**src/wdtu_pkg.sv**
```systemverilog
// Purpose: Shared constants and carrier types of the watchdog timer unit.
// Assumes: 8-bit register port, 50 MHz system clock, 128 kHz count rate.
// Notes:   Offsets are I/O addresses, not byte addresses of a wide bus.
package wdtu_pkg;

  // ==========================================================================
  // Register port
  localparam int          ADDR_W     = 8;
  localparam int          DATA_W     = 8;
  localparam logic [7:0]  ADDR_CTRL  = 8'h31;
  localparam logic [7:0]  ADDR_CAUSE = 8'h3B;
  localparam logic [7:0]  ADDR_PROT  = 8'h3C;
  localparam logic [7:0]  PROT_SIG   = 8'hD8;
  localparam logic [7:0]  CTRL_RST   = 8'h00;

  // ==========================================================================
  // Field positions of watchdog_control_status and reset_cause_register
  localparam int          BIT_FLAG   = 7;
  localparam int          BIT_IE     = 6;
  localparam int          BIT_SEL3   = 5;
  localparam int          BIT_SRE    = 3;
  localparam int          BIT_DOGRF  = 3;

  // ==========================================================================
  // Timing
  localparam int          SYS_CLK_KHZ     = 50000;
  localparam int          OSC_KHZ         = 128;
  localparam int          ACC_W           = 16;
  localparam logic [2:0]  WIN_INSNS       = 3'h4;
  localparam int          CNT_W           = 20;
  localparam logic [20:0] PERIOD_BASE_CYC = 21'h000800;
  localparam logic [3:0]  SEL_MAX         = 4'h9;

  // ==========================================================================
  // Types
  typedef enum logic [1:0] {
    WDTU_STOP,
    WDTU_IRQ,
    WDTU_RST,
    WDTU_BOTH
  } wdtu_mode_t;

  typedef struct packed {
    logic              wr;
    logic              rd;
    logic [ADDR_W-1:0] addr;
    logic [DATA_W-1:0] wdata;
  } wdtu_bus_t;

  typedef struct packed {
    logic wdr;
    logic insn_cycle;
    logic gie;
    logic irq_ack;
  } wdtu_cpu_t;

endpackage

```
**src/wdtu_tick_gen.sv**
```systemverilog
// Purpose: Derives the 128 kHz watchdog count enable from the system clock.
// Assumes: System clock rate and tick rate given in kHz.
// Notes:   The ratio is fractional, so a phase accumulator spreads the error.
`timescale 1ns/10ps
module wdtu_tick_gen
  import wdtu_pkg::*;
#(
  parameter int CLK_KHZ  = SYS_CLK_KHZ,
  parameter int TICK_KHZ = OSC_KHZ
) (
  input  wire logic i_sys_clk,
  input  wire logic i_rst_n,
  output logic      o_tick
);

  localparam logic [ACC_W-1:0] STEP = ACC_W'(TICK_KHZ);
  localparam logic [ACC_W-1:0] WRAP = ACC_W'(CLK_KHZ - TICK_KHZ);

  logic [ACC_W-1:0] acc_ff;

  // ==========================================================================
  // Phase accumulator
  always_ff @(posedge i_sys_clk or negedge i_rst_n) begin
    if (!i_rst_n) begin
      acc_ff <= '0;
      o_tick <= 1'b0;
    end else if (acc_ff >= WRAP) begin
      acc_ff <= acc_ff - WRAP;
      o_tick <= 1'b1;
    end else begin
      acc_ff <= acc_ff + STEP;
      o_tick <= 1'b0;
    end
  end

endmodule

```
**src/wdtu_top.sv**
```systemverilog
// Purpose: Watchdog timer unit: counter, mode logic, protected changes.
// Assumes: CPU signals share the system clock; the fuse is a static strap.
// Notes:   i_rst_n is the power-on reset; i_dev_reset is any device reset.
`timescale 1ns/10ps
// How it works
// - Counter advances only on the derived 128 kHz oscillator tick.
// - Counter clears on restart instruction, when stopped, and on device reset.
// - Reset-mode time-out without restart fires a system reset.
// - Counting ignores sleep state; the tick never stops while enabled.
// - Level 1 starts disabled; reset-enable may be set and period changed freely.
// - Level 1 reset-enable clears only in a write inside the protection window or on device reset.
// - Level 2 is always enabled and reset-enable reads as one.
// - Level 2 period changes only inside the window; enable bit is ignored.
// - Enable bits pick stopped, interrupt, reset or both; fuse forces reset.
// - Flag bit 7 sets on interrupt time-out; vector or writing one clears.
// - Interrupt request needs global enable, interrupt enable and the flag.
// - In combined mode the vector clears interrupt enable and flag.
// - Combined mode: unserviced flag at next time-out causes system reset.
// - Reset-enable is forced high while the dog reset flag is set.
// - Period code selects 2048 doubling to 1048576 ticks; codes above 9 reserved.
// - A reset-causing time-out emits a one system clock reset pulse.
// - Dog reset flag sets on watchdog reset; only power-on or zero write clears.
module wdtu_top
  import wdtu_pkg::*;
#(
  parameter logic [20:0] PERIOD_BASE = PERIOD_BASE_CYC
) (
  input  wire logic        i_sys_clk,
  input  wire logic        i_rst_n,
  input  wire logic        i_dev_reset,
  input  wire logic        i_always_on_fuse,
  input  wdtu_bus_t        i_bus,
  input  wdtu_cpu_t        i_cpu,
  output logic [DATA_W-1:0] o_rdata,
  output logic             o_irq_req,
  output logic             o_sys_reset
);

  logic             fuse_s1_ff;
  logic             fuse_ff;
  logic             tick;
  logic [2:0]       win_cnt_ff;
  logic             win_open;
  logic             flag_ff;
  logic             ie_ff;
  logic             sre_ff;
  logic [3:0]       sel_ff;
  logic             dog_flag_ff;
  logic [CNT_W-1:0] count_ff;
  logic             sre_rd;
  wdtu_mode_t       mode;
  logic             ctrl_wr;
  logic             prot_wr;
  logic             cause_wr;
  logic             timeout;
  logic             reset_fire;
  logic             flag_set;
  logic [DATA_W-1:0] nxt_rdata;

  // ==========================================================================
  // Helpers
  // Reserved codes behave as the longest period rather than a short one
  function automatic logic [CNT_W-1:0] last_count(input logic [3:0] s);
    logic [3:0]  k;
    logic [20:0] v;
    k = (s > SEL_MAX) ? SEL_MAX : s;
    v = PERIOD_BASE << k;
    return CNT_W'(v - 21'h000001);
  endfunction

  // ==========================================================================
  // Fuse strap and tick
  always_ff @(posedge i_sys_clk or negedge i_rst_n) begin
    if (!i_rst_n) begin
      fuse_s1_ff <= 1'b0;
      fuse_ff    <= 1'b0;
    end else begin
      fuse_s1_ff <= i_always_on_fuse;
      fuse_ff    <= fuse_s1_ff;
    end
  end

  // Free running, independent of sleep and of the CPU clock gating
  wdtu_tick_gen wdtu_tick_gen_i (
    .i_sys_clk (i_sys_clk),
    .i_rst_n   (i_rst_n),
    .o_tick    (tick)
  );

  // ==========================================================================
  // Decode and mode
  assign ctrl_wr  = i_bus.wr && (i_bus.addr == ADDR_CTRL);
  assign prot_wr  = i_bus.wr && (i_bus.addr == ADDR_PROT);
  assign cause_wr = i_bus.wr && (i_bus.addr == ADDR_CAUSE);
  assign win_open = (win_cnt_ff != 3'h0);

  assign sre_rd = sre_ff | fuse_ff | dog_flag_ff;

  always_comb begin
    mode = WDTU_STOP;
    if (fuse_ff) begin
      mode = WDTU_RST;
    end else begin
      case ({sre_rd, ie_ff})
        2'b01:   mode = WDTU_IRQ;
        2'b10:   mode = WDTU_RST;
        2'b11:   mode = WDTU_BOTH;
        default: mode = WDTU_STOP;
      endcase
    end
  end

  // A period shortened below the running count times out on the next tick
  // instead of waiting for the counter to wrap
  assign timeout    = tick && (mode != WDTU_STOP) &&
                      (count_ff >= last_count(sel_ff));
  assign reset_fire = timeout && ((mode == WDTU_RST) ||
                      ((mode == WDTU_BOTH) && flag_ff));
  assign flag_set   = timeout && ((mode == WDTU_IRQ) ||
                      ((mode == WDTU_BOTH) && !flag_ff));

  // ==========================================================================
  // Protection window
  always_ff @(posedge i_sys_clk or negedge i_rst_n) begin
    if (!i_rst_n) begin
      win_cnt_ff <= 3'h0;
    end else if (i_dev_reset) begin
      win_cnt_ff <= 3'h0;
    end else if (prot_wr && (i_bus.wdata == PROT_SIG)) begin
      win_cnt_ff <= WIN_INSNS;
    end else if (ctrl_wr) begin
      win_cnt_ff <= 3'h0;
    end else if (i_cpu.insn_cycle && win_open) begin
      win_cnt_ff <= win_cnt_ff - 3'h1;
    end
  end

  // ==========================================================================
  // Counter
  always_ff @(posedge i_sys_clk or negedge i_rst_n) begin
    if (!i_rst_n) begin
      count_ff <= '0;
    end else if (i_dev_reset || i_cpu.wdr || (mode == WDTU_STOP)) begin
      count_ff <= '0;
    end else if (timeout) begin
      count_ff <= '0;
    end else if (tick) begin
      count_ff <= count_ff + CNT_W'(1);
    end
  end

  // ==========================================================================
  // Control fields
  always_ff @(posedge i_sys_clk or negedge i_rst_n) begin
    if (!i_rst_n) begin
      flag_ff <= 1'b0;
    end else if (i_dev_reset) begin
      flag_ff <= 1'b0;
    end else if (flag_set) begin
      flag_ff <= 1'b1;
    end else if (i_cpu.irq_ack || (ctrl_wr && i_bus.wdata[BIT_FLAG])) begin
      flag_ff <= 1'b0;
    end
  end

  // Hardware clear on the vector beats a software write in the same cycle
  always_ff @(posedge i_sys_clk or negedge i_rst_n) begin
    if (!i_rst_n) begin
      ie_ff <= 1'b0;
    end else if (i_dev_reset) begin
      ie_ff <= 1'b0;
    end else if (i_cpu.irq_ack && (mode == WDTU_BOTH)) begin
      ie_ff <= 1'b0;
    end else if (ctrl_wr) begin
      ie_ff <= i_bus.wdata[BIT_IE];
    end
  end

  always_ff @(posedge i_sys_clk or negedge i_rst_n) begin
    if (!i_rst_n) begin
      sel_ff <= 4'h0;
    end else if (i_dev_reset) begin
      sel_ff <= 4'h0;
    end else if (ctrl_wr && (!fuse_ff || win_open)) begin
      sel_ff <= {i_bus.wdata[BIT_SEL3], i_bus.wdata[2:0]};
    end
  end

  // Stored copy latches high under the flag, so clearing the flag alone
  // never silently disables the watchdog
  always_ff @(posedge i_sys_clk or negedge i_rst_n) begin
    if (!i_rst_n) begin
      sre_ff <= 1'b0;
    end else if (i_dev_reset) begin
      sre_ff <= 1'b0;
    end else if (dog_flag_ff || reset_fire) begin
      sre_ff <= 1'b1;
    end else if (ctrl_wr && !fuse_ff) begin
      if (i_bus.wdata[BIT_SRE]) begin
        sre_ff <= 1'b1;
      end else if (win_open) begin
        sre_ff <= 1'b0;
      end
    end
  end

  // Survives device resets; only power-on clears it besides software
  always_ff @(posedge i_sys_clk or negedge i_rst_n) begin
    if (!i_rst_n) begin
      dog_flag_ff <= 1'b0;
    end else if (reset_fire) begin
      dog_flag_ff <= 1'b1;
    end else if (cause_wr && !i_bus.wdata[BIT_DOGRF]) begin
      dog_flag_ff <= 1'b0;
    end
  end

  // ==========================================================================
  // Outputs
  always_ff @(posedge i_sys_clk or negedge i_rst_n) begin
    if (!i_rst_n) begin
      o_sys_reset <= 1'b0;
    end else begin
      o_sys_reset <= reset_fire;
    end
  end

  // Software keeps combined mode by re-arming the enable after the ISR
  always_ff @(posedge i_sys_clk or negedge i_rst_n) begin
    if (!i_rst_n) begin
      o_irq_req <= 1'b0;
    end else begin
      o_irq_req <= flag_ff && ie_ff && i_cpu.gie && !i_dev_reset;
    end
  end

  always_comb begin
    nxt_rdata = '0;
    if (i_bus.addr == ADDR_CTRL) begin
      nxt_rdata = {flag_ff, ie_ff, sel_ff[3], 1'b0, sre_rd, sel_ff[2:0]};
    end else if (i_bus.addr == ADDR_CAUSE) begin
      nxt_rdata = {4'h0, dog_flag_ff, 3'h0};
    end
  end

  always_ff @(posedge i_sys_clk or negedge i_rst_n) begin
    if (!i_rst_n) begin
      o_rdata <= '0;
    end else if (i_bus.rd) begin
      o_rdata <= nxt_rdata;
    end else begin
      o_rdata <= '0;
    end
  end
endmodule
```
**config.mk**
```make
export PLATFORM = sky130hd
export DESIGN_NAME = wdtu_top
export DESIGN_NICKNAME = d
export VERILOG_FILES = /design/src/wdtu_pkg.sv /design/src/wdtu_tick_gen.sv /design/src/wdtu_top.sv
export SDC_FILE = /design/constraint.sdc
export NUM_CORES = 1
export LEC_CHECK = 0
export ABC_CLOCK_PERIOD_IN_PS = 2950
export BUFFER_PORTS_ARGS = -buffer_cell sky130_fd_sc_hd__buf_2
export CELL_PAD_IN_SITES_DETAIL_PLACEMENT = 1
export CELL_PAD_IN_SITES_GLOBAL_PLACEMENT = 2
export CORE_ASPECT_RATIO = 0.6
export CORE_UTILIZATION = 33
export DETAILED_ROUTE_END_ITERATION = 16
export GPL_TIMING_DRIVEN = 0
export PLACE_DENSITY_LB_ADDON = 0.1
export SLEW_MARGIN = 20
export SYNTH_ARGS = -nofsm -noshare
export SYNTH_HDL_FRONTEND = slang
export SYNTH_SLANG_ARGS = --single-unit
```
**constraint.sdc**
```tcl
create_clock -name i_sys_clk -period 2.95 [get_ports i_sys_clk]
set_input_delay 0.59 -clock i_sys_clk [delete_from_list [all_inputs] [get_ports i_sys_clk]]
set_output_delay 0.59 -clock i_sys_clk [all_outputs]
set_load 0.02 [all_outputs]
```
==> flow_metrics.env <==
export IMPL_result_of_the_run="complete, no violations"
export IMPL_min_period_over_period=0.952
export IMPL_ctsRootBufferMaster="sky130_fd_sc_hd__clkbuf_16"
export IMPL_worst_setup_slack_after_layout_ns=0.141
export IMPL_timing_hold_ws_ns=0.349
export IMPL_critical_path_max_stage_delay_ns=0.43
export IMPL_timing_final_hold_violations=0
export IMPL_viasPerCell=5.04
export IMPL_synth_largest_area_cell="sky130_fd_sc_hd__dfrtp_1"
export IMPL_grt_pass1_wl_um=12600
export IMPL_grt_max_degree=56
export IMPL_synthToLayoutAreaGrowth_pct=18.1
export IMPL_crit_type="register to register"
export IMPL_detail_route_first_pass_iterations=4
export IMPL_ff2ff_path_depth=14
export IMPL_cp_cell_sequence="nor2_4 -> nand3b_1 -> ha_4 -> nor4_2 -> a21oi_1 -> nor2_1 -> a21oi_1 -> ha_1 -> a21oi_1 -> o211ai_1 -> nor3_2 -> o21ai_2 -> buf_4 -> nor2_1"
export IMPL_antenna_cells_inserted=0
export IMPL_drc=0
export IMPL_async_flop_share=1.00
export IMPL_antenna_found_initial=0
export IMPL_synth_enable_flop_cells=0
export IMPL_finalSetupViolations=0
export IMPL_clock_power_share=0.389
export IMPL_floorplan_die_width_um=127
export IMPL_nNetsFinal=406
export IMPL_fmaxAchievable_mhz=356
export IMPL_timing_hold_worst_class="input port to asynchronous set/reset pin"
export IMPL_gpl_final_weighted_congestion=0.752
export IMPL_synth_cell_types=52
export IMPL_worst_skew_pair_late_latency_ns=0.30
export IMPL_regToRegStartpoint="sel_ff[2]$_DFFE_PN0P_"
export IMPL_die_ar_mm2=0.00975
export IMPL_timing_final_crit_period_ns=2.81
export IMPL_cts_sink_count=55
export IMPL_clk_path_buf_depth=2
export IMPL_ys_top_cells_by_area="sky130_fd_sc_hd__dfrtp_1 (45%), sky130_fd_sc_hd__ha_1 (6.9%), sky130_fd_sc_hd__nor2_1 (5.0%)"
export IMPL_timing_slew_headroom=0.512
export IMPL_yosys_warnings=0
export IMPL_cts_tree="yes"
export IMPL_final_setup_tns_ns=0
export IMPL_cell_at_the_slowest_stage_of_the_critical_path="sky130_fd_sc_hd__dfrtp_2"
export IMPL_number_of_vias_after_detailed_routing=2397
export IMPL_instance_count_of_the_mapped_netlist=320
export IMPL_grt_pass1_vias=2400
export IMPL_gr_usage_all_layers=0.165
export IMPL_power_mw=1.54
export IMPL_power_ir_vdd_worst_v=0.000214
export IMPL_postRouteWirelength_um=7510
export IMPL_initial_core_util=0.351
export IMPL_post_place_ws_ns=-0.565
export IMPL_die_y_um=76.9
export IMPL_power_share_combinational=0.107
export IMPL_gr_total_overflow=0
export IMPL_worstPathArrival_ns=3.03
export IMPL_ant_nets_after_route=0
export IMPL_netSwitchingFraction=0.253
export IMPL_busiest_layer="met1"
export IMPL_synthMostInstantiatedCell="sky130_fd_sc_hd__dfrtp_1"
export IMPL_drv_slew=0
export IMPL_cts_htree_levels=2
export IMPL_reg2reg_to="count_ff[8]$_DFFE_PN0P_"
export IMPL_met2_usage=0.225
export IMPL_path_clk_slew_ns=0.08
export IMPL_worstSetupEndpointType="register"
export IMPL_power_per_cell_area_mw_per_mm2=424
export IMPL_syn_area_mm2=0.00308
export IMPL_postSynthNetCount=363
export IMPL_synth_top_flop_cell="sky130_fd_sc_hd__dfrtp_1"
export IMPL_dpl_hpwl_um=5440
export IMPL_global_route_usage_met1=0.263
export IMPL_tightest_slew_ns=0.732
export IMPL_synthTopCellsByCount="sky130_fd_sc_hd__dfrtp_1 (55), sky130_fd_sc_hd__nor2_1 (41), sky130_fd_sc_hd__nand2_1 (26), sky130_fd_sc_hd__ha_1 (17), sky130_fd_sc_hd__inv_1 (17)"
export IMPL_timing_critical_path_required_ns=3.17
export IMPL_grt_use_met3=0.0356
export IMPL_core_region_area_mm2=0.00878
export IMPL_critical_path_max_fanout=10
export IMPL_ys_seq_elements=55
export IMPL_final_setup_skew_ns=0.00780
export IMPL_synth_seq_area_share=0.446
export IMPL_post_synth_cell_area_avg_um2=9.63
export IMPL_sequentialPowerShare=0.504
export IMPL_numPortBuffers=33
export IMPL_num_io_pins=36
export IMPL_maxCapViolations=0
export IMPL_final_util=0.415
export IMPL_leakage_nw=1.66
export IMPL_cts_hold_buffers=0
export IMPL_cts_buffers_inserted=5
export IMPL_placementRows=26
export IMPL_power_switching_mw=0.391
export IMPL_critical_path_top_cell_by_count="sky130_fd_sc_hd__a21oi_1"
export IMPL_first_iter_violations=98
export IMPL_synth_top_cell_area_share=0.446
export IMPL_worst_r2r_setup_slack_ns=0.14
export IMPL_worstSetupStartpointType="register"
export IMPL_internal_power_mw=1.15
export IMPL_avgRoutedWirePerCell_um=15.8
export IMPL_drive_gt1_frac=0.214
-- area by class of cell --
class                      count  area, um^2
clock inverter                 1        5.00
timing repair buffer          41         228
inverter                      18        67.6
multi-input combinational    234        1640
clock buffer                   7         133
fill                        1007        5140
tap                          112         140
sequential                    55        1380
buffer                         8        45.0
-- layout by cell type (no fill, tap or decap), types with 7 or more instances in the layout --
cell,n
sky130_fd_sc_hd__a21oi_1,10
sky130_fd_sc_hd__mux2i_1,10
sky130_fd_sc_hd__xor2_1,14
sky130_fd_sc_hd__xnor2_1,16
sky130_fd_sc_hd__nor2_1,39
sky130_fd_sc_hd__nand4_1,8
sky130_fd_sc_hd__buf_2,35
sky130_fd_sc_hd__nand2_1,25
sky130_fd_sc_hd__buf_4,12
sky130_fd_sc_hd__dfrtp_1,51
sky130_fd_sc_hd__ha_1,16
sky130_fd_sc_hd__inv_1,17
sky130_fd_sc_hd__nor3_1,7
sky130_fd_sc_hd__nand3_1,9
sky130_fd_sc_hd__o21ai_0,12
-- repair_timing --
item | 4_1_cts | 5_1_grt
setup endpoints to repair | 24 | 23
pin swaps | 3 | 7
setup buffers | 5 | 3
gates cloned | 0 | 0
resized for setup | 12 | 7
-- stage by stage --
stage / instance area, um^2 / std cells
floorplan: 3080 / 320
global route: 3640 / 476
global placement: 3390 / 465
detailed placement: 3390 / 465
finish: 3640 / 476
CTS: 3580 / 473
-- flip-flops by register name, summed over array words and instances, names as in the netlist --
| name | flops |
|---|---|
| o_sys_reset | 1 |
| o_irq_req | 1 |
| sel_ff | 4 |
| win_cnt_ff | 3 |
| wdtu_tick_gen_i.o_tick | 1 |
| ie_ff | 1 |
| count_ff | 20 |
| dog_flag_ff | 1 |
| wdtu_tick_gen_i.acc_ff | 12 |
| sre_ff | 1 |
| flag_ff | 1 |
| fuse_ff | 1 |
| o_rdata | 7 |
| fuse_s1_ff | 1 |
-- worst max-delay path by stage --
stage	slack, ns	startpoint	end	cells after the start
final	0.14	sel_ff[2]$_DFFE_PN0P_	count_ff[8]$_DFFE_PN0P_	14
after global routing	-0.04	sel_ff[2]$_DFFE_PN0P_	sre_ff$_DFFE_PN0P_	13
after CTS	0.01	sel_ff[0]$_DFFE_PN0P_	sre_ff$_DFFE_PN0P_	13
after detailed placement	-0.56	sel_ff[3]$_DFFE_PN0P_	count_ff[8]$_DFFE_PN0P_	16
after global placement	-0.51	sel_ff[3]$_DFFE_PN0P_	count_ff[15]$_DFFE_PN0P_	16
after floorplan	0.04	sel_ff[3]$_DFFE_PN0P_	sre_ff$_DFFE_PN0P_	15
-- critical path, delay by kind of cell, from the launching register on --
family / cells / cell delay (ns)
and+or+nand+nor: 6 / 0.92
AOI/OAI and AO/OA: 5 / 0.60
adders and majority gates: 2 / 0.58
DFF: 1 / 0.43
buffers and inverters: 1 / 0.19
-- power groups by stage --
stage                     clock [mW]  sequential (mW)  combinational, mW
after CTS                      0.621            0.779              0.169
after global placement             0            0.793              0.160
final                          0.601            0.779              0.165
after floorplan                    0            0.792             0.0947
after global routing           0.650            0.782              0.198
after detailed placement           0            0.794              0.167
-- layer usage --
layer,wire length [um],part of all wire,up-vias
met5,0,0,-
met4,40,0.0053,0
met3,275,0.037,4
met2,2920,0.39,40
met1,4270,0.57,1157
li1,-,-,1196
-- cell families (layout without fill, tap and decap cells) --
family / after synthesis / count (layout) / synth area share
AO/OA/AOI/OAI: 44 / 44 / 0.0929
XOR/XNOR: 30 / 30 / 0.0852
adder cells (fa/ha/maj): 17 / 17 / 0.0690
buffers and inverters: 31 / 75 / 0.0410
flip-flops: 55 / 55 / 0.446
multiplexers: 10 / 10 / 0.0325
other: 1 / 1 / 0.00122
AND/OR/NAND/NOR: 132 / 132 / 0.232
Note: power is estimated with default switching activity, not from simulation.
